$ cat src/include/svd_consts.svh
// constants for the supply voltage detector control block
// assumes one 40 MHz bus clock and Avalon-MM word addressing by byte
`ifndef SVD_CONSTS_SVH
`define SVD_CONSTS_SVH
`define CTRL_OFFSET       16'hff12
`define IRQ_STAT_OFFSET   16'hff14
`define IRQ_MASK_OFFSET   16'hff18
`define ONTIME_OFFSET     16'hff1c
`define THR_LSB           0
`define THR_MSB           3
`define ON_BIT            4
`define RESULT_BIT        5
`define CTRL_RESET        8'h00
`define THR_MIN_VALID     4'h3
`define CLK_MHZ           40
`define MIN_ON_US         500
`define MIN_ON_CYCLES     (`MIN_ON_US * `CLK_MHZ)
`define EV_DONE_BIT       0
`define EV_LOW_BIT        1
`define EV_EARLY_BIT      2
`endif

$ cat src/include/svd_pkg.sv
// types for the supply voltage detector control block
// assumes svd_consts.svh is included by the user of the types
package svd_pkg;
  typedef enum logic [1:0] {st_off, st_settling, st_ready} det_state_t;
endpackage : svd_pkg

$ cat src/rtl/supply_voltage_detect_ctrl.sv
// control and result latch for the on-chip supply voltage detector
// assumes an Avalon-MM master on clk and an analog comparator output that is asynchronous
`timescale 1ns/100ps
`include "svd_consts.svh"
module supply_voltage_detect_ctrl
  import svd_pkg::*;
#(
  parameter int unsigned MIN_ON_CYCLES = `MIN_ON_CYCLES
)(
  input  wire logic        clk,
  input  wire logic        reset_n,
  input  wire logic [15:0] address,
  input  wire logic        read,
  input  wire logic        write,
  input  wire logic [31:0] writedata,
  input  wire logic [3:0]  byteenable,
  output logic      [31:0] readdata,
  output logic             waitrequest,
  output logic      [1:0]  response,
  input  wire logic        supply_low_async,
  output logic             detector_enable,
  output logic      [3:0]  threshold_select,
  output logic             threshold_valid,
  output logic             irq
);

  // register state
  logic [3:0]  thr_r;
  logic        on_r;
  logic        result_r;
  logic [2:0]  stat_r;
  logic [2:0]  mask_r;
  logic        sync1_r;
  logic        sync2_r;
  logic [31:0] on_cnt_r;
  det_state_t  state_r;
  det_state_t  state_nxt;
  logic        ack_r;
  logic        threshold_valid_r;

  // decode of the bus request; one wait cycle, answer on the second edge
  wire         req        = read | write;
  wire         take       = req & ack_r;
  wire         hit_ctrl   = (address == `CTRL_OFFSET);
  wire         hit_stat   = (address == `IRQ_STAT_OFFSET);
  wire         hit_mask   = (address == `IRQ_MASK_OFFSET);
  wire         hit_ontime = (address == `ONTIME_OFFSET);
  wire         hit_any    = hit_ctrl | hit_stat | hit_mask | hit_ontime;
  wire         wr_ctrl    = take & write & hit_ctrl & byteenable[0];
  wire         wr_mask    = take & write & hit_mask & byteenable[0];
  wire         rd_stat    = take & read & hit_stat;
  wire         on_wdata   = writedata[`ON_BIT];
  wire         turn_off   = wr_ctrl & on_r & ~on_wdata;
  wire         settled    = (state_r == st_ready);

  // status events: done capture, low verdict, clear before settling time
  wire [2:0] ev;
  assign ev[`EV_DONE_BIT]  = turn_off;
  assign ev[`EV_LOW_BIT]   = turn_off & sync2_r;
  assign ev[`EV_EARLY_BIT] = turn_off & ~settled;

  // read mux; bits above each field read zero
  wire [7:0] ctrl_view = {2'b00, result_r, on_r, thr_r};
  wire [31:0] rd_mux =
    hit_ctrl   ? {24'h000000, ctrl_view} :
    hit_stat   ? {29'h00000000, stat_r} :
    hit_mask   ? {29'h00000000, mask_r} :
    hit_ontime ? on_cnt_r : 32'h00000000;

  // a code below 3 has no threshold assigned
  function automatic logic code_valid(input logic [3:0] code);
    code_valid = (code >= `THR_MIN_VALID);
  endfunction : code_valid

  // next values; the first request cycle is the single wait state
  wire         first_cycle     = req & ~ack_r;
  wire         ack_nxt         = first_cycle;
  wire         waitrequest_nxt = ~first_cycle;                        // low exactly on the taking edge
  wire [31:0]  readdata_nxt    = first_cycle ? rd_mux : readdata;
  wire [1:0]   response_nxt    = first_cycle ? (hit_any ? 2'h0 : 2'h3) : response; // unmapped: decode error
  wire [3:0]   thr_nxt         = wr_ctrl ? writedata[`THR_MSB:`THR_LSB] : thr_r;
  wire         on_nxt          = wr_ctrl ? on_wdata : on_r;
  wire         result_nxt      = turn_off ? sync2_r : result_r;
  wire [2:0]   stat_nxt        = (rd_stat ? 3'h0 : stat_r) | ev;      // event beats the read clear
  wire [2:0]   mask_nxt        = wr_mask ? writedata[2:0] : mask_r;
  wire         irq_nxt         = |(stat_nxt & mask_r);
  wire         thr_valid_nxt   = code_valid(thr_nxt);

  // settling tracker: counts on time so software can see it is safe
  always_comb
  begin
    state_nxt = state_r;
    case (state_r)
      st_off:      if (on_r) state_nxt = st_settling;
      st_settling: if (!on_r) state_nxt = st_off;
                   else if (on_cnt_r >= MIN_ON_CYCLES - 1) state_nxt = st_ready;
      st_ready:    if (!on_r) state_nxt = st_off;
      default:     state_nxt = st_off;
    endcase
  end

  // comparator synchroniser, second stage alone feeds logic
  always_ff @(posedge clk or negedge reset_n)
  begin
    if (!reset_n)
    begin
      sync1_r <= 1'b0;
      sync2_r <= 1'b0;
    end
    else
    begin
      sync1_r <= supply_low_async;
      sync2_r <= sync1_r;
    end
  end

  // threshold select field
  always_ff @(posedge clk or negedge reset_n)
  begin
    if (!reset_n)
    begin
      thr_r <= 4'h0;
    end
    else
    begin
      thr_r <= thr_nxt;
    end
  end

  // detector on bit
  always_ff @(posedge clk or negedge reset_n)
  begin
    if (!reset_n)
    begin
      on_r <= 1'b0;
    end
    else
    begin
      on_r <= on_nxt;
    end
  end

  // result latch; bus writes never reach it
  always_ff @(posedge clk or negedge reset_n)
  begin
    if (!reset_n)
    begin
      result_r <= 1'b0;
    end
    else
    begin
      result_r <= result_nxt;
    end
  end

  // on-time counter saturates; software polls it instead of a timer
  always_ff @(posedge clk or negedge reset_n)
  begin
    if (!reset_n)
    begin
      on_cnt_r <= 32'h00000000;
      state_r  <= st_off;
    end
    else
    begin
      state_r <= state_nxt;
      if (!on_r)
        on_cnt_r <= 32'h00000000;
      else if (on_cnt_r != 32'hffffffff)
        on_cnt_r <= on_cnt_r + 32'h00000001;
    end
  end

  // sticky status, read clears, a same-cycle event wins
  always_ff @(posedge clk or negedge reset_n)
  begin
    if (!reset_n)
    begin
      stat_r <= 3'h0;
    end
    else
    begin
      stat_r <= stat_nxt;
    end
  end

  // interrupt mask, same layout as status
  always_ff @(posedge clk or negedge reset_n)
  begin
    if (!reset_n)
    begin
      mask_r <= 3'h0;
    end
    else
    begin
      mask_r <= mask_nxt;
    end
  end

  // answer phase marker
  always_ff @(posedge clk or negedge reset_n)
  begin
    if (!reset_n)
    begin
      ack_r <= 1'b0;
    end
    else
    begin
      ack_r <= ack_nxt;
    end
  end

  // waitrequest idles high so a stray level is never taken
  always_ff @(posedge clk or negedge reset_n)
  begin
    if (!reset_n)
    begin
      waitrequest <= 1'b1;
    end
    else
    begin
      waitrequest <= waitrequest_nxt;
    end
  end

  // read data stand until the next request
  always_ff @(posedge clk or negedge reset_n)
  begin
    if (!reset_n)
    begin
      readdata <= 32'h00000000;
    end
    else
    begin
      readdata <= readdata_nxt;
    end
  end

  // response code of the last request
  always_ff @(posedge clk or negedge reset_n)
  begin
    if (!reset_n)
    begin
      response <= 2'h0;
    end
    else
    begin
      response <= response_nxt;
    end
  end

  // analog power follows the on bit without a cycle of lag
  always_ff @(posedge clk or negedge reset_n)
  begin
    if (!reset_n)
    begin
      detector_enable <= 1'b0;
    end
    else
    begin
      detector_enable <= on_nxt;
    end
  end

  // threshold code to the comparator
  always_ff @(posedge clk or negedge reset_n)
  begin
    if (!reset_n)
    begin
      threshold_select <= 4'h0;
    end
    else
    begin
      threshold_select <= thr_nxt;
    end
  end

  // low for an unassigned code; the comparator output is meaningless then
  always_ff @(posedge clk or negedge reset_n)
  begin
    if (!reset_n)
    begin
      threshold_valid_r <= 1'b0;
    end
    else
    begin
      threshold_valid_r <= thr_valid_nxt;
    end
  end

  // level interrupt from unmasked sticky bits
  always_ff @(posedge clk or negedge reset_n)
  begin
    if (!reset_n)
    begin
      irq <= 1'b0;
    end
    else
    begin
      irq <= irq_nxt;
    end
  end

  assign threshold_valid = threshold_valid_r;

endmodule : supply_voltage_detect_ctrl

$ cat config.mk
export PLATFORM = sky130hd
export DESIGN_NAME = supply_voltage_detect_ctrl
export DESIGN_NICKNAME = d
export VERILOG_FILES = /design/src/include/svd_pkg.sv /design/src/rtl/supply_voltage_detect_ctrl.sv
export VERILOG_INCLUDE_DIRS = /design/src /design/src/include
export SDC_FILE = /design/constraint.sdc
export NUM_CORES = 1
export LEC_CHECK = 0
export ABC_AREA = 0
export BUFFER_PORTS_ARGS = -buffer_cell sky130_fd_sc_hd__buf_2
export CAP_MARGIN = 0
export CELL_PAD_IN_SITES_DETAIL_PLACEMENT = 0
export CELL_PAD_IN_SITES_GLOBAL_PLACEMENT = 1
export CORE_MARGIN = 4
export CORE_UTILIZATION = 41
export DETAILED_ROUTE_END_ITERATION = 7
export GPL_TIMING_DRIVEN = 0
export PLACE_DENSITY_LB_ADDON = 0.1
export SLEW_MARGIN = 25
export SYNTH_ARGS = -nofsm -noshare
export SYNTH_HDL_FRONTEND = slang
export SYNTH_SLANG_ARGS = --single-unit
$ cat constraint.sdc
create_clock -name clk -period 2.7 [get_ports clk]
set_input_delay 0.135 -clock clk [delete_from_list [all_inputs] [get_ports clk]]
set_output_delay 0.135 -clock clk [all_outputs]
set_load 0.005 [all_outputs]
==> results of run 1 <==
[through the flow]
step | power (mW) | cells | hold slack, ns | worst slack, ns
2_1_floorplan | 1.34 | 378 | -0.161 | 0.507
3_3_place_gp | 1.40 | 575 | 0.243 | 0.0319
3_5_place_dp | 1.41 | 576 | 0.0583 | 0.0344
4_1_cts | 2.59 | 594 | 0.00982 | 0.0242
5_1_grt | 2.65 | 598 | 0.0237 | 0.00642
6_report | 2.56 | 598 | 0.0238 | 0.147
[per-layer routing]
metal	up-vias	track usage, %	part of all wire (%)
met5	-	0	0
met2	93	29.1	46
li1	1630	-	-
met4	0	6.58	1.7
met1	1710	27.5	48
met3	18	3.43	4.3
[worst max-delay path: stages, from the launching register on]
cell and delay (ns):
dfrtp_1 0.32, clkbuf_1 0.31, and3_1 0.30, nand4_1 0.37, nor4_4 0.37, buf_4 0.18
buf_6 0.15, buf_6 0.17, mux2i_1 0.20, nor2_1 0.05
[final timing paths]
path / from / endpoint / slack (ns) / cells past startpoint
worst min register to register: sync1_r$_DFF_PN0_ / sync2_r$_DFF_PN0_ / 0.37 / 0
max in group asynchronous: reset_n / result_r$_DFFE_PN0P_ / 1.90 / 3
worst min-delay path: writedata[3] / threshold_select[3]$_DFF_PN0_ / 0.02 / 2
min in group asynchronous: reset_n / readdata[28]$_DFFE_PN0P_ / 0.25 / 2
worst max register to register: on_cnt_r[18]$_DFFE_PN0P_ / on_cnt_r[1]$_DFFE_PN0P_ / 0.15 / 9
worst max-delay path: on_cnt_r[18]$_DFFE_PN0P_ / on_cnt_r[1]$_DFFE_PN0P_ / 0.15 / 9
[sequential cells by signal, indices dropped and copies added (netlist names), 2 cells and up]
name and cells:
mask_r 3, on_cnt_r 32, readdata 32, stat_r 3, state_r 2, threshold_select 4
[report_power, final]
part	switching [mW]	total, mW	internal (mW)
Combinational	0.0699	0.102	0.0325
Sequential	0.00212	1.28	1.28
Clock	0.440	1.17	0.735
Total	0.512	2.56	2.05
[cells in the final DEF (no fill, tap or decap), types with 6 or more instances in the layout]
master     n
nand2b_1   8
buf_4      7
nor2_1    11
clkbuf_8  10
dfrtp_1   84
a22o_1    26
mux2i_1    6
a21oi_1   27
o21ai_1    9
clkbuf_1  15
nor2b_1    6
nand2_1   36
or3_1     12
nand4_1   12
mux2_2     8
and3_1     6
or4_1      8
o31ai_1   10
nand3_1   10
nor4_1    11
o21ai_0    7
buf_2     71
[cells by family (layout without fill, tap and decap cells)]
| group | Yosys count | after routing | synth area share, % |
|---|---|---|---|
| multiplexers | 15 | 15 | 4.01 |
| adder cells (fa/ha/maj) | 1 | 1 | 0.311 |
| XOR/XNOR | 4 | 4 | 0.871 |
| buffers and inverters | 27 | 118 | 3.30 |
| AND/OR/NAND/NOR | 144 | 144 | 21.1 |
| flip-flops | 85 | 85 | 52.9 |
| AO/OA/AOI/OAI | 102 | 102 | 17.6 |
[cell type report]
type / instances / area [sq um] / area share (%)
repair buffers: 75 / 424 / 8.70
multi-input cells: 266 / 1760 / 36.2
clock buffers: 12 / 145 / 2.98
plain buffers: 22 / 114 / 2.34
clock inverters: 4 / 120 / 2.46
well taps: 129 / 161 / 3.31
inverters: 5 / 18.8 / 0.385
flip-flops and latches: 85 / 2130 / 43.7
[timing repair]
action / in CTS / in global routing
setup endpoints to repair: 0 / 20
endpoints found under the hold margin: 36 / 0
buffers inserted: 0 / 4
hold buffers: 2 / 0
==> flow_metrics.py, run 1 <==
metrics = {
    "outcome": {
        "status": "completed",
    },
    "drt": {
        "drt-wirelength-per-cell_microns": 17.5,
        "dr.pass1.iters": 6,
        "vias": 3451,
        "drc_errors": 0,
        "drtIter0Drc": 188,
        "vias_per_cell": 5.77,
        "ant_nets": 0,
        "wirelength_mm": 10.5,
    },
    "sta": {
        "max-slew-margin-rel_pct": 57.2,
        "fmax_mhz": 392,
        "grt_setup_unrepaired": "false",
        "setup_tns_ns": 0,
        "fin_crit_sh_pct": 94.5,
        "hold_violations": 0,
        "drv_slew": 0,
        "fin_crit_ns": 2.55,
        "setup_violations": 0,
        "fin_worst_skew_ns": 0.00969,
        "worst-slew-pin-transition_ns": 0.637,
    },
    "clocking": {
        "clockRootBuffer": "clkbuf_8",
        "cts_tree": "yes",
        "cts_sinks": 85,
        "clk_latency_ns": 0.35,
        "clkTransAtPathRegs_ns": 0.09,
        "ctsHtreeMaxLevel": 3,
        "cts_resized": 0,
        "numCtsBuffers": 9,
        "cts_max_path_buffers": 2,
    },
    "floorplanning": {
        "rows": 35,
        "io_pins": 99,
        "dieArea_sq_um": 11500,
        "fp.dieH_microns": 107,
        "initial_core_util_pct": 42.7,
        "fp.coreArea_sq_um": 9420,
        "die_x_microns": 107,
    },
    "placement": {
        "io_buffers": 68,
        "place_area_sq_um": 4560,
        "dp_hpwl_mm": 7.50,
        "gp_congestion": 0.861,
    },
    "worst_setup_path": {
        "worstPathArrival_ns": 2.77,
        "start_kind": "flip-flop",
        "end_kind": "flip-flop",
        "critPathKind": "reg2reg",
        "cp.required_ns": 2.92,
        "path_max_fanout": 10,
    },
    "power_and_ir_drop": {
        "total_leakage_power_nw": 2.22,
        "ir_drop_mv": 0.224,
        "p_per_area_nw_per_um2": 525,
    },
    "worst_hold_path": {
        "hold_class": "in2reg",
    },
    "synthesis": {
        "yosys-top-cells-count": "dfrtp_1 (84), nand2_1 (36), a21oi_1 (27)",
        "syn_avg_cell_area_sq_um": 10.6,
        "synth_flop_cell": "dfrtp_1",
        "ys_warn_count": 0,
        "async_reset_ff_share_pct": 100,
        "synth_top_area_cell": "dfrtp_1",
        "synth-edff-count": 0,
        "synth_nets": 436,
        "seq_area_frac_synth_pct": 52.9,
        "ys_top_cells_by_area": "dfrtp_1 (52%), a22o_1 (5.7%), a21oi_1 (3.4%)",
        "syn_inst": 378,
        "syn-cell-area_sq_um": 4020,
        "ys_types": 53,
        "ys_seq_elements": 85,
        "synth.most_common_cell": "dfrtp_1",
        "synth_top_area_share_pct": 52.2,
    },
    "finish": {
        "area_growth_pct": 21.1,
        "drive_gt1_share_pct": 24.5,
        "utilization_pct": 51.8,
        "n_antenna_cell": 0,
        "fill_cells": 847,
        "final_nets": 522,
        "final_area_sq_um": 4870,
    },
    "global_route": {
        "track_usage_pct": 19.1,
        "antenna_found_initial": 0,
        "grt_pass1_vias": 3400,
        "grt_max_degree": 51,
        "grt_pass1_wl_mm": 17.4,
        "overflow": 0,
    },
    "flow_run": {
        "cap_violations": 0,
    },
}
(Power assumes the default switching activity.)
==> inputs of run 2 (changes only) <==
- MAX_ROUTING_LAYER: not set -> met4
- REMOVE_ABC_BUFFERS: not set -> 1
- clock period: 2.7 -> 2.9 ns (I/O delays scaled with it)
==> run 2 against run 1 <==
Critical endpoint is now on_cnt_r[8]$_DFFE_PN0P_; total power is 14% lower; sequential share of layout area is 1.6 points higher; sequential power is 7% lower; routed wire length is 6.2% lower; highest routed layer unchanged; critical path depth is 3 lower; clock skew is 0.0012 ns higher; cell count is 4.0% lower; clock power is 22% lower; register-to-register slack better by 0.09 ns; count of clock-buffer cells in the layout is 2 lower.
==> flow_metrics.py, run 2 (synthesis results as in run 1) <==
metrics = {
    "finish": {
        "final_common_cell": "dfrtp_1",
        "top_regs": "on_cnt_r: 32 flops, readdata: 32 flops, threshold_select: 4 flops",
        "final_nets": 498,
        "instances_no_fill": 574,
        "n_antenna_cell": 0,
        "area_growth_pct": 16.9,
        "drive_gt1_share_pct": 23.8,
        "final_area_sq_um": 4700,
        "layout_common_cells": "dfrtp_1 (84), buf_2 (67), nand2_1 (36)",
        "utilization_pct": 50.0,
    },
    "global_route": {
        "grt_pass1_wl_mm": 16.6,
        "antenna_found_initial": 0,
        "track_usage_pct": 18.6,
        "overflow": 0,
        "grt_pass1_vias": 3246,
        "grt_max_degree": 58,
    },
    "clocking": {
        "cts_resized": 0,
        "clockRootBuffer": "clkbuf_8",
        "clk_latency_ns": 0.36,
        "ctsHtreeMaxLevel": 3,
        "cts_setup_buffers": 0,
        "cts_max_path_buffers": 2,
        "numCtsBuffers": 9,
        "cts_sinks": 85,
        "clkTransAtPathRegs_ns": 0.09,
        "cts_tree": "yes",
        "cts_hold_buf": 2,
    },
    "drt": {
        "wirelength_mm": 9.81,
        "vias_per_cell": 5.72,
        "drtIter0Drc": 138,
        "vias": 3286,
        "ant_nets": 0,
        "dr.pass1.iters": 4,
        "drt-wirelength-per-cell_microns": 17.1,
        "drc_errors": 0,
    },
    "sta": {
        "fin_crit_ns": 2.66,
        "fin_worst_skew_ns": 0.0109,
        "setup_violations": 0,
        "fmax_mhz": 375,
        "grt_setup_unrepaired": "false",
        "max-slew-margin-rel_pct": 39.8,
        "hold_violations": 0,
        "fin_crit_sh_pct": 91.9,
        "worst-slew-pin-transition_ns": 0.901,
        "drv_slew": 0,
    },
    "worst_setup_path": {
        "start_kind": "flip-flop",
        "ff2ff_path_depth": 6,
        "worstPathArrival_ns": 2.94,
        "worstPathCellList": "nand4_1, or4_4, nor4_4, buf_6, nand3b_1, mux2i_1",
        "cp.required_ns": 3.18,
        "end_kind": "flip-flop",
        "critPathMaxStageDelay_ns": 0.72,
        "cp_slowest_cell": "nor4_4",
        "critPathKind": "reg2reg",
        "path_max_fanout": 13,
    },
    "worst_hold_path": {
        "holdPathStages": 2,
        "hold_class": "in2reg",
    },
    "outcome": {
        "status": "completed",
    },
    "power_and_ir_drop": {
        "pwr-share-seq_pct": 54.2,
        "power.share.switching_pct": 22.6,
        "ir_drop_mv": 0.206,
        "share_comb_of_total_power_pct": 4.1,
        "p_per_area_nw_per_um2": 467,
        "total_leakage_power_nw": 2.12,
        "switching_power_mw": 0.496,
        "clockPowerShare_pct": 41.7,
        "p_int_mw": 1.70,
    },
    "placement": {
        "dp.cells": 556,
        "dp_hpwl_mm": 6.80,
        "io_buffers": 68,
        "place_area_sq_um": 4470,
        "gp_congestion": 0.794,
    },
    "floorplanning": {
        "die_x_microns": 107,
        "dieArea_sq_um": 11500,
        "initial_core_util_pct": 42.7,
        "io_pins": 99,
        "fp.dieH_microns": 107,
        "fp.coreArea_sq_um": 9420,
        "rows": 35,
    },
    "flow_run": {
        "cap_violations": 0,
    },
}
==> run 2: final timing paths <==
path,slack [ns],startpoint,to
setup / recovery,0.24,on_cnt_r[13]$_DFFE_PN0P_,on_cnt_r[8]$_DFFE_PN0P_
hold / removal,0.03,writedata[3],threshold_select[3]$_DFF_PN0_
setup reg to reg,0.24,on_cnt_r[13]$_DFFE_PN0P_,on_cnt_r[8]$_DFFE_PN0P_
hold reg to reg,0.36,sync1_r$_DFF_PN0_,sync2_r$_DFF_PN0_
max in group asynchronous,2.11,reset_n,waitrequest$_DFF_PN1_
min in group asynchronous,0.21,reset_n,readdata[15]$_DFFE_PN0P_
==> run 2: worst max-delay path, delay by kind of cell (launching register included) <==
kind                   cells  cell delay, ns
muxes                      1            0.18
and+or+nand+nor            4            1.68
DFF                        1            0.48
buffers and inverters      1            0.24
==> run 2: power by group through the flow <==
stage | clock (mW) | combinational (mW) | sequential (mW)
after floorplan | 0 | 0.0249 | 1.22
after global placement | 0 | 0.0835 | 1.22
after detailed placement | 0 | 0.0907 | 1.22
final | 0.917 | 0.0897 | 1.19
after global routing | 1.00 | 0.103 | 1.19
after CTS | 0.947 | 0.0929 | 1.19
==> run 2: routing by layer <==
metal	track usage, %	routed length [microns]
met5	-	0
met4	6.67	191
met3	2.59	378
met2	29.7	4710
met1	24.4	4530
==> run 2: through the flow <==
stage	total power, mW	hold WS, ns	setup TNS [ns]	setup WS (ns)
2_1_floorplan	1.24	-0.151	0	0.320
3_3_place_gp	1.30	0.252	-8.48	-0.259
3_5_place_dp	1.31	0.0375	0	0.261
4_1_cts	2.23	0.0168	0	0.228
5_1_grt	2.30	0.0359	0	0.0490
6_report	2.20	0.0314	0	0.236
==> run 2: layout make-up <==
class / instances / area [sq um]
Tap cell: 129 / 161
Clock buffer: 10 / 128
Multi-Input combinational cell: 266 / 1760
Inverter: 5 / 18.8
Clock inverter: 6 / 87.6
Fill cell: 920 / 4710
Sequential cell: 85 / 2130
Timing Repair Buffer: 73 / 417
==> inputs of run 3 (changes only) <==
- CTS_BUF_LIST: not set -> sky130_fd_sc_hd__clkbuf_8 sky130_fd_sc_hd__clkbuf_16
==> run 3 against run 2 <==
Sequential cell count unchanged; cell count unchanged; via count is essentially flat; sequential share of layout area unchanged; largest power group unchanged; setup slack hardly changed.
==> flow_metrics.py, run 3 (synthesis results as in run 1) <==
metrics = {
    "outcome": {
        "status": "completed",
    },
    "clocking": {
        "cts_hold_buf": 2,
        "clockRootBuffer": "clkbuf_8",
        "cts_sinks": 85,
        "cts_max_path_buffers": 2,
        "cts_resized": 0,
        "numCtsBuffers": 9,
        "ctsHtreeMaxLevel": 3,
        "clk_latency_ns": 0.36,
        "cts_setup_buffers": 0,
        "cts_tree": "yes",
        "clkTransAtPathRegs_ns": 0.09,
    },
    "finish": {
        "fill_cells": 920,
        "instances_no_fill": 574,
        "final_common_cell": "dfrtp_1",
        "utilization_pct": 50.0,
        "top_regs": "on_cnt_r: 32 flops, readdata: 32 flops, threshold_select: 4 flops",
        "n_antenna_cell": 0,
        "final_area_sq_um": 4700,
        "final_nets": 498,
        "layout_common_cells": "dfrtp_1 (84), buf_2 (67), nand2_1 (36)",
        "area_growth_pct": 16.9,
        "drive_gt1_share_pct": 23.8,
    },
    "sta": {
        "fin_ws_ns": 0.236,
        "setup_violations": 0,
        "fin_crit_sh_pct": 91.8,
        "worst-slew-pin-transition_ns": 0.887,
        "holdWs_ns": 0.0317,
        "fin_crit_ns": 2.66,
        "max-slew-margin-rel_pct": 40.8,
        "drv_slew": 0,
        "hold_violations": 0,
        "fin_worst_skew_ns": 0.0103,
        "fmax_mhz": 375,
        "grt_setup_unrepaired": "false",
    },
    "global_route": {
        "grt_max_degree": 58,
        "grt_pass1_wl_mm": 16.6,
        "track_usage_pct": 18.6,
        "antenna_found_initial": 0,
        "overflow": 0,
        "grt_pass1_vias": 3246,
    },
    "placement": {
        "pre_cts_slack_ns": 0.261,
        "gp_congestion": 0.794,
        "place_area_sq_um": 4470,
        "dp.cells": 556,
        "dp_hpwl_mm": 6.80,
        "io_buffers": 68,
    },
    "worst_hold_path": {
        "holdPathStages": 2,
        "hold_class": "in2reg",
    },
    "drt": {
        "ant_nets": 0,
        "drc_errors": 0,
        "wirelength_mm": 9.78,
        "drt-wirelength-per-cell_microns": 17.0,
        "drtIter0Drc": 140,
        "dr.pass1.iters": 5,
        "vias_per_cell": 5.72,
        "vias": 3283,
    },
    "power_and_ir_drop": {
        "share_comb_of_total_power_pct": 4.1,
        "p_per_area_nw_per_um2": 467,
        "switching_power_mw": 0.496,
        "total_leakage_power_nw": 2.13,
        "clockPowerShare_pct": 41.6,
        "pwr-share-seq_pct": 54.3,
        "ir_drop_mv": 0.206,
        "power.share.switching_pct": 22.6,
        "p_int_mw": 1.70,
    },
    "floorplanning": {
        "fp.dieH_microns": 107,
        "dieArea_sq_um": 11500,
        "io_pins": 99,
        "die_x_microns": 107,
        "fp.coreArea_sq_um": 9420,
        "rows": 35,
        "initial_core_util_pct": 42.7,
    },
    "worst_setup_path": {
        "worstPathCellList": "nand4_1, or4_4, nor4_4, buf_6, nand3b_1, mux2i_1",
        "critPathKind": "reg2reg",
        "ff2ff_path_depth": 6,
        "critPathMaxStageDelay_ns": 0.72,
        "cp_slowest_cell": "nor4_4",
        "path_max_fanout": 13,
        "worstPathArrival_ns": 2.94,
        "cp.required_ns": 3.18,
        "end_kind": "flip-flop",
        "start_kind": "flip-flop",
    },
    "flow_run": {
        "cap_violations": 0,
    },
}
==> run 3: cell types whose count changed in the layout (fill, tap and decap cells not counted) <==
cell / delta
clkbuf_1: -1
inv_1: +1
==> run 3: stage by stage <==
| stage | TNS (ns) | power, mW |
|---|---|---|
| 6_report | 0 | 2.20 |
| 5_1_grt | 0 | 2.30 |
| 4_1_cts | 0 | 2.23 |
| 3_5_place_dp | 0 | 1.31 |
| 3_3_place_gp | -8.48 | 1.30 |
| 2_1_floorplan | 0 | 1.24 |
==> run 3: cell type report <==
type                       instances  area [sq um]  area share (%)
clock inverter                     7          91.3            1.94
multi-input combinational        266          1760            37.5
tap                              129           161            3.43
clock buffer                       9           124            2.63
sequential                        85          2130            45.2
inverter                           5          18.8           0.399
timing repair buffer              73           417            8.86
==> run 3: per-layer routing <==
layer | wire, microns | global-route usage [%]
met1 | 4510 | 24.4
met2 | 4700 | 29.7
met3 | 365 | 2.59
met4 | 203 | 6.67
met5 | 0 | -
==> run 3: power groups by stage <==
stage	combinational, mW	sequential (mW)	clock (mW)
4_1_cts	0.0929	1.19	0.944
3_5_place_dp	0.0907	1.22	0
2_1_floorplan	0.0249	1.22	0
3_3_place_gp	0.0835	1.22	0
6_report	0.0896	1.19	0.914
5_1_grt	0.103	1.19	1.00
==> run 3: final timing paths <==
| check | slack (ns) | endpoint | start |
|---|---|---|---|
| max | 0.24 | on_cnt_r[8]$_DFFE_PN0P_ | on_cnt_r[13]$_DFFE_PN0P_ |
| min | 0.03 | threshold_select[3]$_DFF_PN0_ | writedata[3] |
| max reg2reg | 0.24 | on_cnt_r[8]$_DFFE_PN0P_ | on_cnt_r[13]$_DFFE_PN0P_ |
| min reg2reg | 0.36 | sync2_r$_DFF_PN0_ | sync1_r$_DFF_PN0_ |
| max in group asynchronous | 2.11 | waitrequest$_DFF_PN1_ | reset_n |
| min in group asynchronous | 0.21 | readdata[15]$_DFFE_PN0P_ | reset_n |
==> run 3: worst max-delay path, delay by kind of cell, from the launching register on <==
family / cells / cell delay [ns]
and+or+nand+nor: 4 / 1.68
buffers and inverters: 1 / 0.24
DFF: 1 / 0.48
muxes: 1 / 0.18
